`src/logic/smc_pkg.sv`:
```
package smc_pkg;

  // ******
  // Clocking and timing
  // ******
  localparam int unsigned CLK_PERIOD_NS       = 50;
  localparam int unsigned PRESCALE_UNIT_NS    = 32;
  localparam int unsigned GLITCH_NORMAL_NS    = 1000;
  localparam int unsigned GLITCH_FAST_NS      = 100;
  localparam int unsigned GLITCH_NORMAL_CYC   =
    (GLITCH_NORMAL_NS + CLK_PERIOD_NS - 1) / CLK_PERIOD_NS;
  localparam int unsigned GLITCH_FAST_CYC     =
    (GLITCH_FAST_NS + CLK_PERIOD_NS - 1) / CLK_PERIOD_NS;
  localparam int unsigned TIMEOUT_US          = 25000;
  localparam int unsigned TIMEOUT_CYC         = TIMEOUT_US * 1000 / CLK_PERIOD_NS;
  localparam int unsigned ARB_LOSS_LIMIT      = 16;

  // ******
  // Register map
  // ******
  localparam logic [11:0] CTRL_OFS            = 12'h348;
  localparam logic [11:0] STAT_OFS            = 12'h3F0;
  localparam int unsigned PRESCALE_LSB        = 0;
  localparam int unsigned PRESCALE_MSB        = 15;
  localparam int unsigned IGN_ARB_BIT         = 16;
  localparam int unsigned IGN_CSUM_BIT        = 17;
  localparam int unsigned SLV_GLITCH_LSB      = 18;
  localparam int unsigned MST_GLITCH_LSB      = 20;
  localparam int unsigned TO_DIS_BIT          = 22;
  localparam int unsigned ST_LOST_ARB_BIT     = 0;
  localparam int unsigned ST_MST_TO_BIT       = 1;
  localparam int unsigned ST_SLV_TO_BIT       = 2;
  localparam int unsigned ST_CSUM_BIT         = 3;
  localparam int unsigned ST_LOSS_CNT_LSB     = 4;
  localparam int unsigned ST_STATE_LSB        = 9;
  localparam logic [15:0] PRESCALE_SLOW       = 16'h0139;
  localparam logic [15:0] PRESCALE_FAST       = 16'h0053;
  localparam logic [15:0] PRESCALE_RST        = 16'h0139;

  // ******
  // Types
  // ******
  typedef enum logic [1:0] {
    GM_NORMAL = 2'h0,
    GM_FAST   = 2'h1,
    GM_OFF    = 2'h2,
    GM_RSVD   = 2'h3
  } smc_glitch_mode_t;

  typedef enum logic [1:0] {
    ARB_IDLE    = 2'h0,
    ARB_ACTIVE  = 2'h1,
    ARB_BACKOFF = 2'h3,
    ARB_ABORT   = 2'h2
  } smc_arb_state_t;

endpackage

```
`src/logic/smc_tick_if.sv`:
```
`timescale 1ns/1ps
interface smc_tick_if;
  import smc_pkg::*;
  logic [15:0] prescale;
  logic        run;
  logic        half_tick;
  logic        stopped;
  modport gen  (input prescale, input run, output half_tick, output stopped);
  modport user (output prescale, output run, input half_tick, input stopped);
endinterface

```
`src/logic/smc_ctrl.sv`:
```
`timescale 1ns/1ps
// Functional notes
// - The master prescaled clock period is 32 ns times the 16-bit prescaler field.
// - A prescaler value of zero or one stops the master prescaled clock.
// - A slow boot configuration loads the prescaler with 0x0139 at start-up.
// - A fast boot configuration loads the prescaler with 0x0053 at start-up.
// - The master clock stays low for half the programmed period on average, rounded down or up to a whole clock.
// - With ignore-arbitration set the master carries on whether it won or lost.
// - With ignore-checksum set every initialisation checksum passes.
// - The slave glitch mode sets the slave line filter delay: 1 us, 100 ns or none.
// - The master glitch mode sets the master line filter delay: 1 us, 100 ns or none.
// - With time-out disable set neither port reports a bus time-out.
// - The master re-arbitrates after a loss and aborts with a flag after 16 in a row.
module smc_ctrl
  import smc_pkg::*;
#(
  parameter int unsigned TIMEOUT_CYCLES = TIMEOUT_CYC
)
(
  input  wire logic        clk,
  input  wire logic        rst_n,
  input  wire logic [11:0] reg_addr,
  input  wire logic [31:0] reg_wdata,
  input  wire logic        reg_wr,
  input  wire logic        reg_rd,
  output logic      [31:0] reg_rdata,
  input  wire logic        boot_fast_mode,
  output logic             boot_initialised,
  input  wire logic        master_port_clock_line_i,
  output logic             master_port_clock_line_o,
  output logic             master_port_clock_line_oe,
  input  wire logic        master_port_data_line_i,
  output logic             master_port_data_line_o,
  output logic             master_port_data_line_oe,
  input  wire logic        slave_port_clock_line_i,
  output logic             slave_port_clock_line_o,
  output logic             slave_port_clock_line_oe,
  input  wire logic        slave_port_data_line_i,
  output logic             slave_port_data_line_o,
  output logic             slave_port_data_line_oe,
  input  wire logic        mst_run,
  input  wire logic        mst_data_out,
  input  wire logic        mst_txn_done,
  output logic             mst_clk_in,
  output logic             mst_data_in,
  output logic             mst_half_tick,
  output logic             arb_abort,
  input  wire logic        slv_data_low,
  output logic             slv_clk_in,
  output logic             slv_data_in,
  output logic             master_timeout,
  output logic             slave_timeout,
  input  wire logic        csum_check,
  input  wire logic        csum_ok,
  output logic             csum_error
);

  // ******
  // Reset release
  // ******
  logic rst_meta_ff;
  logic rst_sync_ff;

  // Asynchronous assert, two-stage release
  always_ff @(posedge clk or negedge rst_n)
  begin
    if (!rst_n)
    begin
      rst_meta_ff <= 1'b0;
      rst_sync_ff <= 1'b0;
    end
    else
    begin
      rst_meta_ff <= 1'b1;
      rst_sync_ff <= rst_meta_ff;
    end
  end

  // ******
  // Declarations
  // ******
  logic             [15:0] prescale_ff;
  logic                    ign_arb_ff;
  logic                    ign_csum_ff;
  smc_glitch_mode_t        slv_mode_ff;
  smc_glitch_mode_t        mst_mode_ff;
  logic                    to_dis_ff;
  logic                    boot_done_ff;
  logic                    lost_arbitration_flag_ff;
  logic                    mst_to_flag_ff;
  logic                    slv_to_flag_ff;
  logic                    csum_flag_ff;
  logic             [4:0]  loss_cnt_ff;
  smc_arb_state_t          arb_ff;
  smc_arb_state_t          nxt_arb;
  logic                    scl_high_ff;
  logic                    sda_drive_ff;
  logic                    loss_evt;
  logic                    abort_evt;
  logic                    bus_idle;
  logic                    wr_ctrl;
  logic                    wr_stat;
  logic             [31:0] ctrl_rd;
  logic             [31:0] stat_rd;
  logic             [1:0]  to_evt;
  logic             [1:0]  line_low;

  smc_tick_if tk ();

  assign wr_ctrl = reg_wr && reg_addr == CTRL_OFS;
  assign wr_stat = reg_wr && reg_addr == STAT_OFS;

  // ******
  // Control register
  // ******

  // Boot strap caught on the first edge after reset release
  always_ff @(posedge clk or negedge rst_sync_ff)
  begin
    if (!rst_sync_ff)
    begin
      boot_done_ff <= 1'b0;
      prescale_ff  <= PRESCALE_RST;
    end
    else if (!boot_done_ff)
    begin
      boot_done_ff <= 1'b1;
      prescale_ff  <= boot_fast_mode ? PRESCALE_FAST : PRESCALE_SLOW;
    end
    else if (wr_ctrl)
    begin
      prescale_ff  <= reg_wdata[PRESCALE_MSB:PRESCALE_LSB];
    end
  end

  // Mode and option bits, upper bits not stored
  always_ff @(posedge clk or negedge rst_sync_ff)
  begin
    if (!rst_sync_ff)
    begin
      ign_arb_ff  <= 1'b0;
      ign_csum_ff <= 1'b0;
      slv_mode_ff <= GM_NORMAL;
      mst_mode_ff <= GM_NORMAL;
      to_dis_ff   <= 1'b0;
    end
    else if (wr_ctrl)
    begin
      ign_arb_ff  <= reg_wdata[IGN_ARB_BIT];
      ign_csum_ff <= reg_wdata[IGN_CSUM_BIT];
      slv_mode_ff <= smc_glitch_mode_t'(reg_wdata[SLV_GLITCH_LSB +: 2]);
      mst_mode_ff <= smc_glitch_mode_t'(reg_wdata[MST_GLITCH_LSB +: 2]);
      to_dis_ff   <= reg_wdata[TO_DIS_BIT];
    end
  end

  assign boot_initialised = boot_done_ff;

  // ******
  // Line filters
  // ******
  smc_glitch_filter u_mclk_filt
  (
    .clk   (clk),
    .rst_n (rst_sync_ff),
    .mode  (mst_mode_ff),
    .raw   (master_port_clock_line_i),
    .filt  (mst_clk_in)
  );

  smc_glitch_filter u_mdat_filt
  (
    .clk   (clk),
    .rst_n (rst_sync_ff),
    .mode  (mst_mode_ff),
    .raw   (master_port_data_line_i),
    .filt  (mst_data_in)
  );

  smc_glitch_filter u_sclk_filt
  (
    .clk   (clk),
    .rst_n (rst_sync_ff),
    .mode  (slv_mode_ff),
    .raw   (slave_port_clock_line_i),
    .filt  (slv_clk_in)
  );

  smc_glitch_filter u_sdat_filt
  (
    .clk   (clk),
    .rst_n (rst_sync_ff),
    .mode  (slv_mode_ff),
    .raw   (slave_port_data_line_i),
    .filt  (slv_data_in)
  );

  // ******
  // Master clock generation
  // ******
  assign tk.prescale   = prescale_ff;
  assign tk.run        = (arb_ff == ARB_ACTIVE);
  assign mst_half_tick = tk.half_tick;

  smc_prescaler u_presc
  (
    .clk   (clk),
    .rst_n (rst_sync_ff),
    .tk    (tk)
  );

  // Low and high phases each last one half period
  always_ff @(posedge clk or negedge rst_sync_ff)
  begin
    if (!rst_sync_ff)
    begin
      scl_high_ff <= 1'b1;
    end
    else if (!tk.run || tk.stopped)
    begin
      scl_high_ff <= 1'b1;
    end
    else if (tk.half_tick)
    begin
      scl_high_ff <= ~scl_high_ff;
    end
  end

  // Data drive taken only while holding the bus
  always_ff @(posedge clk or negedge rst_sync_ff)
  begin
    if (!rst_sync_ff)
    begin
      sda_drive_ff <= 1'b0;
    end
    else
    begin
      sda_drive_ff <= (arb_ff == ARB_ACTIVE) && !mst_data_out;
    end
  end

  // Open-drain pins only ever pull low
  assign master_port_clock_line_o  = 1'b0;
  assign master_port_clock_line_oe = ~scl_high_ff;
  assign master_port_data_line_o   = 1'b0;
  assign master_port_data_line_oe  = sda_drive_ff;
  assign slave_port_clock_line_o   = 1'b0;
  assign slave_port_clock_line_oe  = 1'b0;
  assign slave_port_data_line_o    = 1'b0;

  // Slave data drive registered
  always_ff @(posedge clk or negedge rst_sync_ff)
  begin
    if (!rst_sync_ff)
    begin
      slave_port_data_line_oe <= 1'b0;
    end
    else
    begin
      slave_port_data_line_oe <= slv_data_low;
    end
  end

  // ******
  // Arbitration
  // ******

  // Released data seen low at end of a high phase is a loss
  assign loss_evt  = (arb_ff == ARB_ACTIVE) && tk.half_tick && scl_high_ff &&
                     !sda_drive_ff && !mst_data_in && !ign_arb_ff;
  assign abort_evt = loss_evt && (loss_cnt_ff == 5'(ARB_LOSS_LIMIT - 1));
  assign bus_idle  = mst_clk_in && mst_data_in;

  // Next arbitration state
  always_comb
  begin
    nxt_arb = arb_ff;
    case (arb_ff)
      ARB_IDLE:
        if (mst_run)
          nxt_arb = ARB_ACTIVE;
      ARB_ACTIVE:
        if (abort_evt)
          nxt_arb = ARB_ABORT;
        else if (loss_evt)
          nxt_arb = ARB_BACKOFF;
        else if (mst_txn_done || !mst_run)
          nxt_arb = ARB_IDLE;
      ARB_BACKOFF:
        if (!mst_run)
          nxt_arb = ARB_IDLE;
        else if (bus_idle)
          nxt_arb = ARB_ACTIVE;
      ARB_ABORT:
        if (!mst_run)
          nxt_arb = ARB_IDLE;
      default:
        nxt_arb = ARB_IDLE;
    endcase
  end

  // State register
  always_ff @(posedge clk or negedge rst_sync_ff)
  begin
    if (!rst_sync_ff)
    begin
      arb_ff <= ARB_IDLE;
    end
    else
    begin
      arb_ff <= nxt_arb;
    end
  end

  // Consecutive loss count, cleared on completion or abort
  always_ff @(posedge clk or negedge rst_sync_ff)
  begin
    if (!rst_sync_ff)
    begin
      loss_cnt_ff <= 5'h00;
    end
    else if (abort_evt || (arb_ff == ARB_ACTIVE && mst_txn_done))
    begin
      loss_cnt_ff <= 5'h00;
    end
    else if (loss_evt)
    begin
      loss_cnt_ff <= loss_cnt_ff + 5'h01;
    end
  end

  // Abort pulse
  always_ff @(posedge clk or negedge rst_sync_ff)
  begin
    if (!rst_sync_ff)
    begin
      arb_abort <= 1'b0;
    end
    else
    begin
      arb_abort <= abort_evt;
    end
  end

  // ******
  // Time-outs and checksum
  // ******
  assign line_low = {~slv_clk_in, ~mst_clk_in};

  generate
    for (genvar g = 0; g < 2; g++)
    begin : g_to
      logic [19:0] cnt_ff;
      // Clock held low too long, one report per low stretch
      always_ff @(posedge clk or negedge rst_sync_ff)
      begin
        if (!rst_sync_ff)
        begin
          cnt_ff   <= 20'h00000;
          to_evt[g] <= 1'b0;
        end
        else if (!line_low[g] || to_dis_ff)
        begin
          cnt_ff   <= 20'h00000;
          to_evt[g] <= 1'b0;
        end
        else if (cnt_ff == 20'(TIMEOUT_CYCLES - 1))
        begin
          cnt_ff   <= cnt_ff + 20'h00001;
          to_evt[g] <= 1'b1;
        end
        else
        begin
          cnt_ff   <= (cnt_ff == 20'hFFFFF) ? cnt_ff : cnt_ff + 20'h00001;
          to_evt[g] <= 1'b0;
        end
      end
    end
  endgenerate

  assign master_timeout = to_evt[0];
  assign slave_timeout  = to_evt[1];

  // Checksum result pulse
  always_ff @(posedge clk or negedge rst_sync_ff)
  begin
    if (!rst_sync_ff)
    begin
      csum_error <= 1'b0;
    end
    else
    begin
      csum_error <= csum_check && !csum_ok && !ign_csum_ff;
    end
  end

  // ******
  // Status flags, set wins over write-one-to-clear
  // ******
  always_ff @(posedge clk or negedge rst_sync_ff)
  begin
    if (!rst_sync_ff)
    begin
      lost_arbitration_flag_ff <= 1'b0;
      mst_to_flag_ff           <= 1'b0;
      slv_to_flag_ff           <= 1'b0;
      csum_flag_ff             <= 1'b0;
    end
    else
    begin
      lost_arbitration_flag_ff <= arb_abort ||
        (lost_arbitration_flag_ff && !(wr_stat && reg_wdata[ST_LOST_ARB_BIT]));
      mst_to_flag_ff <= to_evt[0] ||
        (mst_to_flag_ff && !(wr_stat && reg_wdata[ST_MST_TO_BIT]));
      slv_to_flag_ff <= to_evt[1] ||
        (slv_to_flag_ff && !(wr_stat && reg_wdata[ST_SLV_TO_BIT]));
      csum_flag_ff   <= csum_error ||
        (csum_flag_ff && !(wr_stat && reg_wdata[ST_CSUM_BIT]));
    end
  end

  // ******
  // Read data
  // ******
  always_comb
  begin
    ctrl_rd                            = 32'h00000000;
    ctrl_rd[PRESCALE_MSB:PRESCALE_LSB] = prescale_ff;
    ctrl_rd[IGN_ARB_BIT]               = ign_arb_ff;
    ctrl_rd[IGN_CSUM_BIT]              = ign_csum_ff;
    ctrl_rd[SLV_GLITCH_LSB +: 2]       = slv_mode_ff;
    ctrl_rd[MST_GLITCH_LSB +: 2]       = mst_mode_ff;
    ctrl_rd[TO_DIS_BIT]                = to_dis_ff;
    stat_rd                            = 32'h00000000;
    stat_rd[ST_LOST_ARB_BIT]           = lost_arbitration_flag_ff;
    stat_rd[ST_MST_TO_BIT]             = mst_to_flag_ff;
    stat_rd[ST_SLV_TO_BIT]             = slv_to_flag_ff;
    stat_rd[ST_CSUM_BIT]               = csum_flag_ff;
    stat_rd[ST_LOSS_CNT_LSB +: 5]      = loss_cnt_ff;
    stat_rd[ST_STATE_LSB +: 2]         = arb_ff;
  end

  // Read data stands one cycle after the strobe only
  always_ff @(posedge clk or negedge rst_sync_ff)
  begin
    if (!rst_sync_ff)
    begin
      reg_rdata <= 32'h00000000;
    end
    else if (reg_rd && reg_addr == CTRL_OFS)
    begin
      reg_rdata <= ctrl_rd;
    end
    else if (reg_rd && reg_addr == STAT_OFS)
    begin
      reg_rdata <= stat_rd;
    end
    else
    begin
      reg_rdata <= 32'h00000000;
    end
  end

endmodule // smc_ctrl

```
`src/logic/smc_glitch_filter.sv`:
```
`timescale 1ns/1ps
module smc_glitch_filter
  import smc_pkg::*;
(
  input  wire logic             clk,
  input  wire logic             rst_n,
  input  wire smc_glitch_mode_t mode,
  input  wire logic             raw,
  output logic                  filt
);

  logic [4:0] cnt_ff;
  logic [4:0] limit;

  // Delay in cycles per mode, reserved acts as normal
  always_comb
  begin
    case (mode)
      GM_FAST: limit = 5'(GLITCH_FAST_CYC);
      GM_OFF:  limit = 5'h01;
      default: limit = 5'(GLITCH_NORMAL_CYC);
    endcase
  end

  // Level must stand for the whole delay before it passes
  always_ff @(posedge clk or negedge rst_n)
  begin
    if (!rst_n)
    begin
      cnt_ff <= 5'h00;
      filt   <= 1'b1;
    end
    else if (mode == GM_OFF || raw == filt)
    begin
      cnt_ff <= 5'h00;
      filt   <= raw;
    end
    else if (cnt_ff >= limit - 5'h01)
    begin
      cnt_ff <= 5'h00;
      filt   <= raw;
    end
    else
    begin
      cnt_ff <= cnt_ff + 5'h01;
    end
  end

endmodule // smc_glitch_filter

```
`src/logic/smc_prescaler.sv`:
```
`timescale 1ns/1ps
module smc_prescaler
  import smc_pkg::*;
(
  input  wire logic clk,
  input  wire logic rst_n,
  smc_tick_if.gen   tk
);

  logic [20:0] acc_ff;
  logic [20:0] thr;
  logic [20:0] acc_sum;

  // Half period is 16 ns per count, half the 32 ns unit
  assign thr        = {1'b0, tk.prescale, 4'h0};
  assign acc_sum    = acc_ff + 21'(CLK_PERIOD_NS);
  assign tk.stopped = (tk.prescale <= 16'h0001);

  // Phase accumulator in ns, one tick per half period on average
  always_ff @(posedge clk or negedge rst_n)
  begin
    if (!rst_n)
    begin
      acc_ff       <= 21'h000000;
      tk.half_tick <= 1'b0;
    end
    else if (tk.stopped || !tk.run)
    begin
      acc_ff       <= 21'h000000;
      tk.half_tick <= 1'b0;
    end
    else if (acc_sum >= thr)
    begin
      acc_ff       <= acc_sum - thr;
      tk.half_tick <= 1'b1;
    end
    else
    begin
      acc_ff       <= acc_sum;
      tk.half_tick <= 1'b0;
    end
  end

endmodule // smc_prescaler

```
`config.mk`:
```
export PLATFORM = sky130hd
export DESIGN_NAME = smc_ctrl
export DESIGN_NICKNAME = d
export VERILOG_FILES = /design/src/logic/smc_pkg.sv /design/src/logic/smc_tick_if.sv /design/src/logic/smc_ctrl.sv /design/src/logic/smc_glitch_filter.sv /design/src/logic/smc_prescaler.sv
export SDC_FILE = /design/constraint.sdc
export NUM_CORES = 1
export LEC_CHECK = 0
export ABC_AREA = 1
export BUFFER_PORTS_ARGS = -buffer_cell sky130_fd_sc_hd__clkbuf_2
export CAP_MARGIN = 10
export CORE_MARGIN = 5
export CORE_UTILIZATION = 50
export CTS_BUF_LIST = sky130_fd_sc_hd__clkbuf_2
export CTS_CLUSTER_DIAMETER = 40
export CTS_CLUSTER_SIZE = 24
export DETAILED_ROUTE_END_ITERATION = 8
export GPL_TIMING_DRIVEN = 0
export PLACE_DENSITY = 0.82
export SETUP_SLACK_MARGIN = 0.05
export SYNTH_ARGS = -nofsm -noshare
export SYNTH_HDL_FRONTEND = slang
export SYNTH_HIERARCHICAL = 1
export SYNTH_SLANG_ARGS = --single-unit
```
`constraint.sdc`:
```
create_clock -name clk -period 5.1 [get_ports clk]
set_clock_uncertainty 0.1 [all_clocks]
set_input_delay 0.255 -clock clk [delete_from_list [all_inputs] [get_ports clk]]
set_output_delay 0.255 -clock clk [all_outputs]
set_load 0.02 [all_outputs]
```
* Word-level counts from Yosys, hierarchy flattened
Index checks and enable logic that the tools add are counted.
** Cells by class
- Add/sub/neg operators :: 11
- $lt $le $gt $ge :: 6
- Equal/unequal tests :: 25
- Multiplexer cells :: 49
- Bitwise logic cells :: 1
- Reductions and logical operators :: 56
** Operators by type and width (number)
- $mux 20 :: 6
- $mux 5 :: 10
- $mux 21 :: 2
- $add 20x1->20 const B :: 2
- $eq 20x19->1 const B :: 2
- $eq 20x20->1 const B :: 2
- $mux 16 :: 2
- $mux 32 :: 1
- $add 5x1->5 const B :: 5
- $eq 12x10->1 const B :: 2
- $logic_and 1x1->1 :: 23
- $add 21x6->21 const B :: 1
- $ge 21x20->1 :: 1
- $sub 21x20->21 :: 1
- $ge 5x5->1 :: 4
- $pmux 5 s2 :: 2
- $le 16x1->1 const B :: 1
- $mux 1 :: 16
- $mux 2 :: 7
- $logic_or 1x1->1 :: 13
- $logic_not 1->1 :: 12
- $reduce_bool 2->1 :: 6
- $mux 11 :: 1
- $sub 5x1->5 const B :: 2
- other kinds (13) :: 24
** Storage, ports and cells
- Bits in registers :: 162
- Input bits :: 59
- Output and inout port bits :: 50
- Logic and storage cells :: 183

* Longest topological paths before layout
Gate-level depths: netlist of the first run.
- Depth in word-level cells :: 9
- Gate-level depth with buffers :: 22

* By module
Netlist of the first run, hierarchy kept.
** By module, submodules not included
- smc_ctrl :: times used 1, cells each 722, area an instance 5515.3 um^2, seq. area each 2685.1 um^2
- smc_prescaler :: times used 1, cells each 421, area an instance 2533.7 um^2, seq. area each 525.5 um^2
- smc_glitch_filter :: times used 4, cells each 51, area an instance 407.9 um^2, seq. area each 151.4 um^2

* Worst setup path after synthesis of the first run
No wires, ideal clock.
- Path type :: flip-flop to flip-flop
- Start :: register u_presc.acc_ff[1]
- End :: register u_presc.acc_ff[10]
- Setup time :: 71 ps
- Arrival :: 2659 ps
- Data required time :: 4929 ps
- Setup slack :: 2270 ps
- Stages on the path, launching flop included :: 22
- Buffers on the path :: 1
- Clock period less this slack :: 2830 ps
- Cell sequence :: dfrtp_1 -> ha_1 -> nand2_1 -> nand2_1 -> nand2_1 -> nand2_1 -> or2_2 -> o21ai_0 -> inv_1 -> ha_1 -> nand2_2 -> inv_1 -> a21oi_1 -> nand2_1 -> nand2_1 -> nand2_2 -> nand2_4 -> inv_2 -> nor2_8 -> buf_6 -> nor2_1 -> nor2_1
** On the way
- Word-level cells in the longest chain between the ends :: 4
- Elaborated cells between the ends (all ways) :: 5
- Those cells by class :: 2 x add/sub; 1 x order compare; 2 x mux
** RTL lines
- start, declared :: line smc_prescaler.sv:10 : logic [20:0] acc_ff;
- start signal, assigned :: line smc_prescaler.sv:34 : acc_ff <= acc_sum - thr;
- start signal, assigned :: line smc_prescaler.sv:39 : acc_ff <= acc_sum;
- $add 21x6->21 * :: line smc_prescaler.sv:16 : assign acc_sum = acc_ff + 21'(CLK_PERIOD_NS);
- $sub 21x20->21 or $ge 21x20->1 (tied branches) :: line smc_prescaler.sv:34, smc_prescaler.sv:32
- $mux 21 * :: line smc_prescaler.sv:32 : else if (acc_sum >= thr)
- $mux 21 * :: line smc_prescaler.sv:27 : else if (tk.stopped || !tk.run)
Mark *: on every way between the ends. The rest lies on a longest branch, timed or not.
A chain may end at the register's enable or synchronous reset.

* Worst setup path in the final report of the first run
- Start :: input port reg_addr[6]
- End :: register prescale_ff[4]
** On the way
- Word-level cells in the longest chain between the ends :: 3
** RTL lines
- start, declared :: line smc_ctrl.sv:22 : input wire logic [11:0] reg_addr,
- $eq 12x10->1 :: line smc_ctrl.sv:110 : assign wr_ctrl = reg_wr && reg_addr == CTRL_OFS;
- $logic_and 1x1->1 :: line smc_ctrl.sv:110
- $ne 2x1->1 (no line)
- end signal, assigned :: line smc_ctrl.sv:128 : prescale_ff <= boot_fast_mode ? PRESCALE_FAST : PRESCALE_SLOW;
- end signal, assigned :: line smc_ctrl.sv:132 : prescale_ff <= reg_wdata[PRESCALE_MSB:PRESCALE_LSB];
- end, declared :: line smc_ctrl.sv:82 : logic [15:0] prescale_ff;
Every way passes these cells.

==> results of run 1 <==
-- synth_stat cells, types with 3 or more instances --
| master | count |
|---|---|
| a21oi_1 | 18 |
| buf_2 | 5 |
| buf_4 | 15 |
| buf_6 | 4 |
| clkbuf_1 | 11 |
| conb_1 | 6 |
| dfrtp_1 | 142 |
| dfstp_2 | 10 |
| ha_1 | 45 |
| inv_1 | 186 |
| inv_2 | 7 |
| nand2_1 | 370 |
| nand2_2 | 17 |
| nand3_1 | 147 |
| nand3_2 | 9 |
| nand3b_1 | 5 |
| nand4_1 | 29 |
| nor2_1 | 174 |
| nor2_2 | 7 |
| nor2_4 | 4 |
| nor3_1 | 13 |
| nor3_2 | 3 |
| nor4_1 | 3 |
| o21ai_0 | 44 |
| o21bai_1 | 15 |
| or2_2 | 11 |
| xnor2_1 | 6 |
| xor2_1 | 28 |
-- worst max-delay path by stage --
stage,endpoint
5_1_grt,u_presc/acc_ff[15]
6_report,prescale_ff[4]
4_1_cts,u_presc/acc_ff[7]
3_3_place_gp,reg_rdata[14]
3_5_place_dp,u_presc/acc_ff[13]
2_1_floorplan,arb_abort
-- state kept, by name (all words and copies together) (netlist names), 2 cells and up --
register and cells:
g_to.cnt_ff 40, mst_mode_ff 2, slv_mode_ff 2, reg_rdata 23
loss_cnt_ff 5, arb_ff 2, u_mdat_filt/cnt_ff 5, prescale_ff 16
u_presc/acc_ff 20, u_mclk_filt/cnt_ff 5, u_sclk_filt/cnt_ff 5, u_sdat_filt/cnt_ff 5
-- power groups by stage --
stage	Clock, mW	Sequential [mW]	Combinational (mW)
2_1_floorplan	0	1.54	1.36
3_3_place_gp	0	1.55	1.69
3_5_place_dp	0	1.55	1.77
4_1_cts	0.618	1.52	1.82
5_1_grt	0.662	1.55	2.10
6_report	0.603	1.53	1.84
-- worst register-to-register path, stage by stage (launching register included) --
cell and delay, ns:
dfrtp_1 0.48, ha_1 0.26, nand2_1 0.10, nand2_1 0.10, nand2_1 0.08, nand2_1 0.06
or2_2 0.26, o21ai_0 0.18, inv_1 0.09, ha_1 0.36, nand2_2 0.13, inv_1 0.05
a21oi_1 0.15, nand2_1 0.15, nand2_1 0.14, nand2_2 0.08, nand2_4 0.12, inv_2 0.08
nor2_8 0.15, buf_6 0.15, nor2_1 0.05, nor2_1 0.09
-- through the flow --
step / instances / total power [mW] / utilization (%) / hold slack [ns] / setup TNS (ns)
after floorplan: 1361 / 2.90 / - / -0.141 / 0
after global placement: 1706 / 3.24 / 55.5 / -0.0588 / -154.64
after detailed placement: 1708 / 3.32 / 55.8 / -0.0578 / 0
after CTS: 1804 / 3.96 / 60.2 / 0.0529 / 0
after global routing: 1805 / 4.31 / 60.2 / 0.0555 / 0
final: 1806 / 3.97 / 60.2 / 0.0907 / 0
-- logic make-up after synthesis --
| group | synth area share (%) |
|---|---|
| AND/OR/NAND/NOR | 36.6 |
| flip-flops | 39.4 |
| buffers and inverters | 9.80 |
| adder cells (fa/ha/maj) | 6.02 |
| XOR/XNOR | 3.08 |
| other | 0.233 |
| AO/OA/AOI/OAI | 4.81 |
-- what timing repair did --
action                                  CTS  global route
endpoints found under the hold margin    66             0
endpoints found under the setup margin    0             0
hold buffers                             64             0
-- cell type report --
cell class | instances | area share (%)
multi-input combinational | 981 | 43.7
sequential | 152 | 33.6
timing repair buffer | 151 | 9.85
inverter | 193 | 6.37
tap | 260 | 2.86
buffer | 35 | 1.97
clock buffer | 21 | 0.924
clock inverter | 11 | 0.726
antenna | 2 | 0.0440
-- routing by layer --
metal | wire [um] | vias to the layer above | GRT usage [%]
met1 | 10800 | 4226 | 29.8
li1 | - | 4597 | -
met4 | 714 | 0 | 8.47
met3 | 1330 | 52 | 4.16
met2 | 11700 | 263 | 38.1
met5 | 0 | - | 0
==> results.yml, run 1 <==
setup_path:
  crit_path_max_incr_delay_ns: 0.64
  reg2reg_to: "u_presc/acc_ff[7]"
  end_kind: "register"
  worstPathRequired_ns: 5.69
  critPathBufInv: 6
  cp-startpoint: "reg_addr[6]"
  crit_path_frequent_cell: "dlygate4sd3_1"
  worstRegToRegCells: 21
  cp_slowest_cell: "dlygate4sd3_1"
  reg2reg_from: "u_presc/acc_ff[1]"
  r2r_slack_ns: 1.63
  critical_path_depth: 12
  critPathLaunchType: "primary input"
  crit_chain: "dlygate4sd3_1 > clkbuf_2 > nand2_1 > dlygate4sd3_1 > nor2_2 > dlygate4sd3_1 > nand3_2 > nand2_1 > o21ai_0 > dlygate4sd3_1 > nand2_1 > dlygate4sd3_1"
  arrival_ns: 4.16
  crit_fanout: 9
  setup.worst_path.class: "primary input to register"
  cp_top_family: "buffers and inverters"
timing:
  fmax_mhz: 280
  worst_pin_slew_ns: 0.668
  hold_viol: 0
  min_period_ns: 3.57
  period_share_pct: 70.0
  setup_violations: 0
  fin_ws_ns: 1.53
  max_slew_margin_pct: 55.5
  drv_slew: 0
  rsz0062_at_grt: "no"
synth:
  yosysWarnings: 6
  synthTopCellsByArea: "dfrtp_1, nand2_1, nand3_1"
  postSynthCellCount: 1347
  synth_edf_count: 0
  ys.flop_type: "dfrtp_1"
  yosysTopAreaCell: "dfrtp_1"
  ys_types: 38
  ys_seq_area_share_pct: 39.4
  synth_seq_cells: 152
  syn_area_um2: 9680
  syn_area_per_cell_um2: 7.19
  synth.top_cell.area_share_pct: 36.7
  async_flop_share_pct: 100
finish:
  syn_to_final_growth_pct: 17.5
  fillerInstances: 1675
  multi_input_area_um2: 4970
  drive_above_1_share_pct: 13.8
  final_cell_area_um2: 11400
  final_cell_mix: "nand2_1, inv_1, nor2_1"
  regArea_um2: 3820
  layout_commonest_cell: "nand2_1"
  fin_nets: 1636
cts:
  path_clk_slew_ns: 0.21
  cts.sinks: 152
  cts-root-buf: "clkbuf_2"
  cts_tree: "yes"
  clk_latency_ns: 0.75
  cts_buffers: 17
  postCtsResizedCells: 0
  ctsLongestPathBuffers: 2
  postCtsSetupBuffers: 0
  htree_levels: 4
drt:
  first_iter_violations: 658
  drt_pass1_iterations: 6
  drc: 0
  ant_nets: 0
  vias_per_cell: 5.06
  wl_um: 24600
  vias: 9138
  wl_per_cell_um: 13.6
hold_path:
  holdCritPathClass: "primary input to register"
  hold_depth: 3
  hp-start: "mst_data_out"
  whs_endpoint: "master_port_data_line_oe"
global_route:
  grt_pass1_wl_um: 41400
  grt_usage_pct: 22.9
  grt_pass1_vias: 8795
  grt_overflow_total: 0
  antenna_found_initial: 1
  grt_max_degree: 71
pwr:
  leakage_nw: 6.16
  comb_power_share_pct: 46.4
  p_int_mw: 2.23
  vdd_drop_max_v: 0.000168
  p_switching_mw: 1.74
  power_density_nw_per_um2: 349
  p_seq_share_pct: 38.4
  clkPwrFrac_pct: 15.2
  netSwitchingFraction_pct: 43.8
die:
  rows: 50
  pin_count: 109
  die_y_um: 149
  die_w_um: 149
  coreArea_um2: 18900
  start_util_pct: 51.2
  die_area_um2: 22200
placed_design:
  hpwl_um: 18600
  gp_congestion: 0.936
  dpl_cell_area_um2: 10500
  io_buffers: 85
  post-place-ws_ns: 1.74
flow_run:
  maxCapViolCount: 0
outcome:
  status: "finished, final reports clean"
No activity file was read; power rests on OpenSTA's default activity.
==> run 2: changes to the inputs <==
--- a/config.mk
+++ b/config.mk
@@ -15,7 +15,7 @@
 export CTS_CLUSTER_SIZE = 24
 export DETAILED_ROUTE_END_ITERATION = 8
 export GPL_TIMING_DRIVEN = 0
-export PLACE_DENSITY = 0.82
+export PLACE_DENSITY = 0.85
 export SETUP_SLACK_MARGIN = 0.05
 export SYNTH_ARGS = -nofsm -noshare
 export SYNTH_HDL_FRONTEND = slang
==> constraint.sdc (replaced) <==
create_clock -name clk -period 3.22 [get_ports clk]
set_clock_uncertainty 0.1 [all_clocks]
set_input_delay 0.161 -clock clk [delete_from_list [all_inputs] [get_ports clk]]
set_output_delay 0.161 -clock clk [all_outputs]
set_load 0.02 [all_outputs]
==> results.yml, run 2 (synthesis results as in run 1) <==
drt:
  wl_um: 26400
  wl_per_cell_um: 14.5
  first_iter_violations: 711
  ant_nets: 0
  drc: 0
  vias: 9455
  vias_per_cell: 5.20
  drt_pass1_iterations: 5
setup_path:
  cp_slowest_cell: "dfrtp_1"
  setup.worst_path.class: "register to register"
  end_kind: "register"
  worstPathRequired_ns: 3.78
  critPathLaunchType: "register"
  cp-startpoint: "u_presc/acc_ff[1]"
  crit_chain: "buf_4 > nand3_2 > nand2_1 > nand3_1 > xor2_1 > inv_1 > ha_1 > a21oi_1 > nand2_1 > a21oi_2 > nand2_2 > nand2_4 > inv_4 > nor2_8 > buf_6 > nor2_1 > nor2_1"
  crit_path_max_incr_delay_ns: 0.44
  arrival_ns: 3.59
  reg2reg_from: "u_presc/acc_ff[1]"
  crit_fanout: 10
timing:
  drv_slew: 0
  min_period_ns: 3.03
  setup_violations: 0
  hold_viol: 0
  setup_tns_ns: 0
  max_slew_margin_pct: 51.1
  fmax_mhz: 330
  worst_pin_slew_ns: 0.734
  period_share_pct: 94.0
global_route:
  grt_pass1_wl_um: 43100
  grt_usage_pct: 24.0
  grt_overflow_total: 0
  grt_max_degree: 73
  grt_pass1_vias: 9289
  antenna_found_initial: 1
pwr:
  leakage_nw: 6.26
  comb_power_share_pct: 46.6
  clkPwrFrac_pct: 17.1
  vdd_drop_max_v: 0.000322
  p_int_mw: 3.81
  power_density_nw_per_um2: 570
  p_switching_mw: 2.88
  p_seq_share_pct: 36.2
  p_total_mw: 6.68
  netSwitchingFraction_pct: 43.0
hold_path:
  holdCritPathClass: "primary input to register"
  hp-start: "slave_port_data_line_i"
die:
  die_area_um2: 22200
  rows: 50
  pin_count: 109
  die_y_um: 149
  coreArea_um2: 18900
  start_util_pct: 51.2
  die_w_um: 149
cts:
  htree_levels: 4
  cts_tree: "yes"
  cts-root-buf: "clkbuf_2"
  cts_buffers: 17
  cts.sinks: 152
  path_clk_slew_ns: 0.21
  ctsLongestPathBuffers: 2
  clk_latency_ns: 0.76
finish:
  largest_register_ffs: 40
  syn_to_final_growth_pct: 21.2
  drive_above_1_share_pct: 16.2
  largest-register: "g_to.cnt_ff"
  final_cell_mix: "nand2_1, inv_1, nor2_1"
  reg.largest.list: "g_to.cnt_ff (40), reg_rdata (23), u_presc/acc_ff (20)"
  fillerInstances: 1607
  fin_nets: 1651
  layout_commonest_cell: "nand2_1"
flow_run:
  maxCapViolCount: 0
placed_design:
  io_buffers: 85
  gp_congestion: 0.934
  hpwl_um: 18500
outcome:
  status: "finished, final reports clean"
[run 2: cell types whose count changed in the layout (fill, tap and decap cells not counted), moves of 3 or more]
cell | previous run | this run
buf_4 | 15 | 20
dlygate4sd3_1 | 64 | 75
ha_1 | 45 | 37
ha_2 | 0 | 4
ha_4 | 0 | 4
nand2_1 | 370 | 360
nand2_2 | 17 | 26
nor2_1 | 174 | 169
nor2_2 | 7 | 11
o21ai_0 | 44 | 41
o21ai_2 | 0 | 3
xor2_1 | 28 | 24
xor2_2 | 0 | 4
[run 2: power groups by stage]
| stage | clock (mW) | combinational (mW) | sequential [mW] |
|---|---|---|---|
| 2_1_floorplan | 0 | 2.15 | 2.45 |
| 3_3_place_gp | 0 | 2.67 | 2.46 |
| 3_5_place_dp | 0 | 2.79 | 2.45 |
| 4_1_cts | 1.16 | 2.92 | 2.40 |
| 5_1_grt | 1.25 | 3.47 | 2.46 |
| 6_report | 1.15 | 3.12 | 2.42 |
[run 2: what timing repair did]
item,CTS,global route
buffers inserted,1,3
gates resized for setup,5,38
hold buffers,75,0
endpoints found under the hold margin,67,0
setup endpoints to repair,18,18
pin swaps,1,6
[run 2: worst max-delay path, delay by kind of cell, from the launching register on]
kind                     cells  cell delay [ns]
AND/OR/NAND/NOR              9             0.96
buffers and inverters        4             0.45
flip-flops                   1             0.44
AO/OA/AOI/OAI                2             0.38
adder cells (fa/ha/maj)      1             0.36
XOR/XNOR                     1             0.25
[run 2: path summary, 6_finish.rpt]
path / endpoint / slack (ns) / cells past startpoint
max: u_presc/acc_ff[8] / 0.19 / 17
min: u_sdat_filt/filt / 0.06 / 4
max reg2reg: u_presc/acc_ff[8] / 0.19 / 17
min reg2reg: ign_csum_ff / 0.16 / 0
max in group asynchronous: prescale_ff[0] / 2.11 / 1
min in group asynchronous: rst_sync_ff / 0.10 / 3
[run 2: routing by layer]
metal	wire, um	share of wire, %	global-route usage, %
met5	0	0	0
met2	13200	50	41.4
met4	919	3.5	10.4
met1	10900	41	29.4
met3	1380	5.2	4.35
[run 2: per-stage QoR]
| stage | cell area, um2 | cells | setup slack [ns] | util (%) | hold WS [ns] |
|---|---|---|---|---|---|
| 5_1_grt | 11700 | 1820 | -0.0133 | 62.1 | 0.0119 |
| 3_5_place_dp | 10500 | 1708 | -0.133 | 55.8 | -0.152 |
| 3_3_place_gp | 10500 | 1706 | -0.234 | 55.5 | -0.153 |
| 2_1_floorplan | 9730 | 1361 | 0.390 | - | -0.235 |
| 6_report | 11700 | 1820 | 0.193 | 62.1 | 0.0615 |
| 4_1_cts | 11600 | 1816 | 0.0507 | 61.2 | 0.000175 |
[run 2: cell type report]
cell class              count  area (um2)  area share (%)
diodes                      1        2.50          0.0213
plain buffers              35         226            1.93
clock buffers              19        95.1           0.810
clock inverters            13         154            1.31
inverters                 193         727            6.19
multi-input cells         981        5120            43.7
flip-flops and latches    152        3820            32.6
well taps                 260         325            2.77
repair buffers            166        1260            10.7
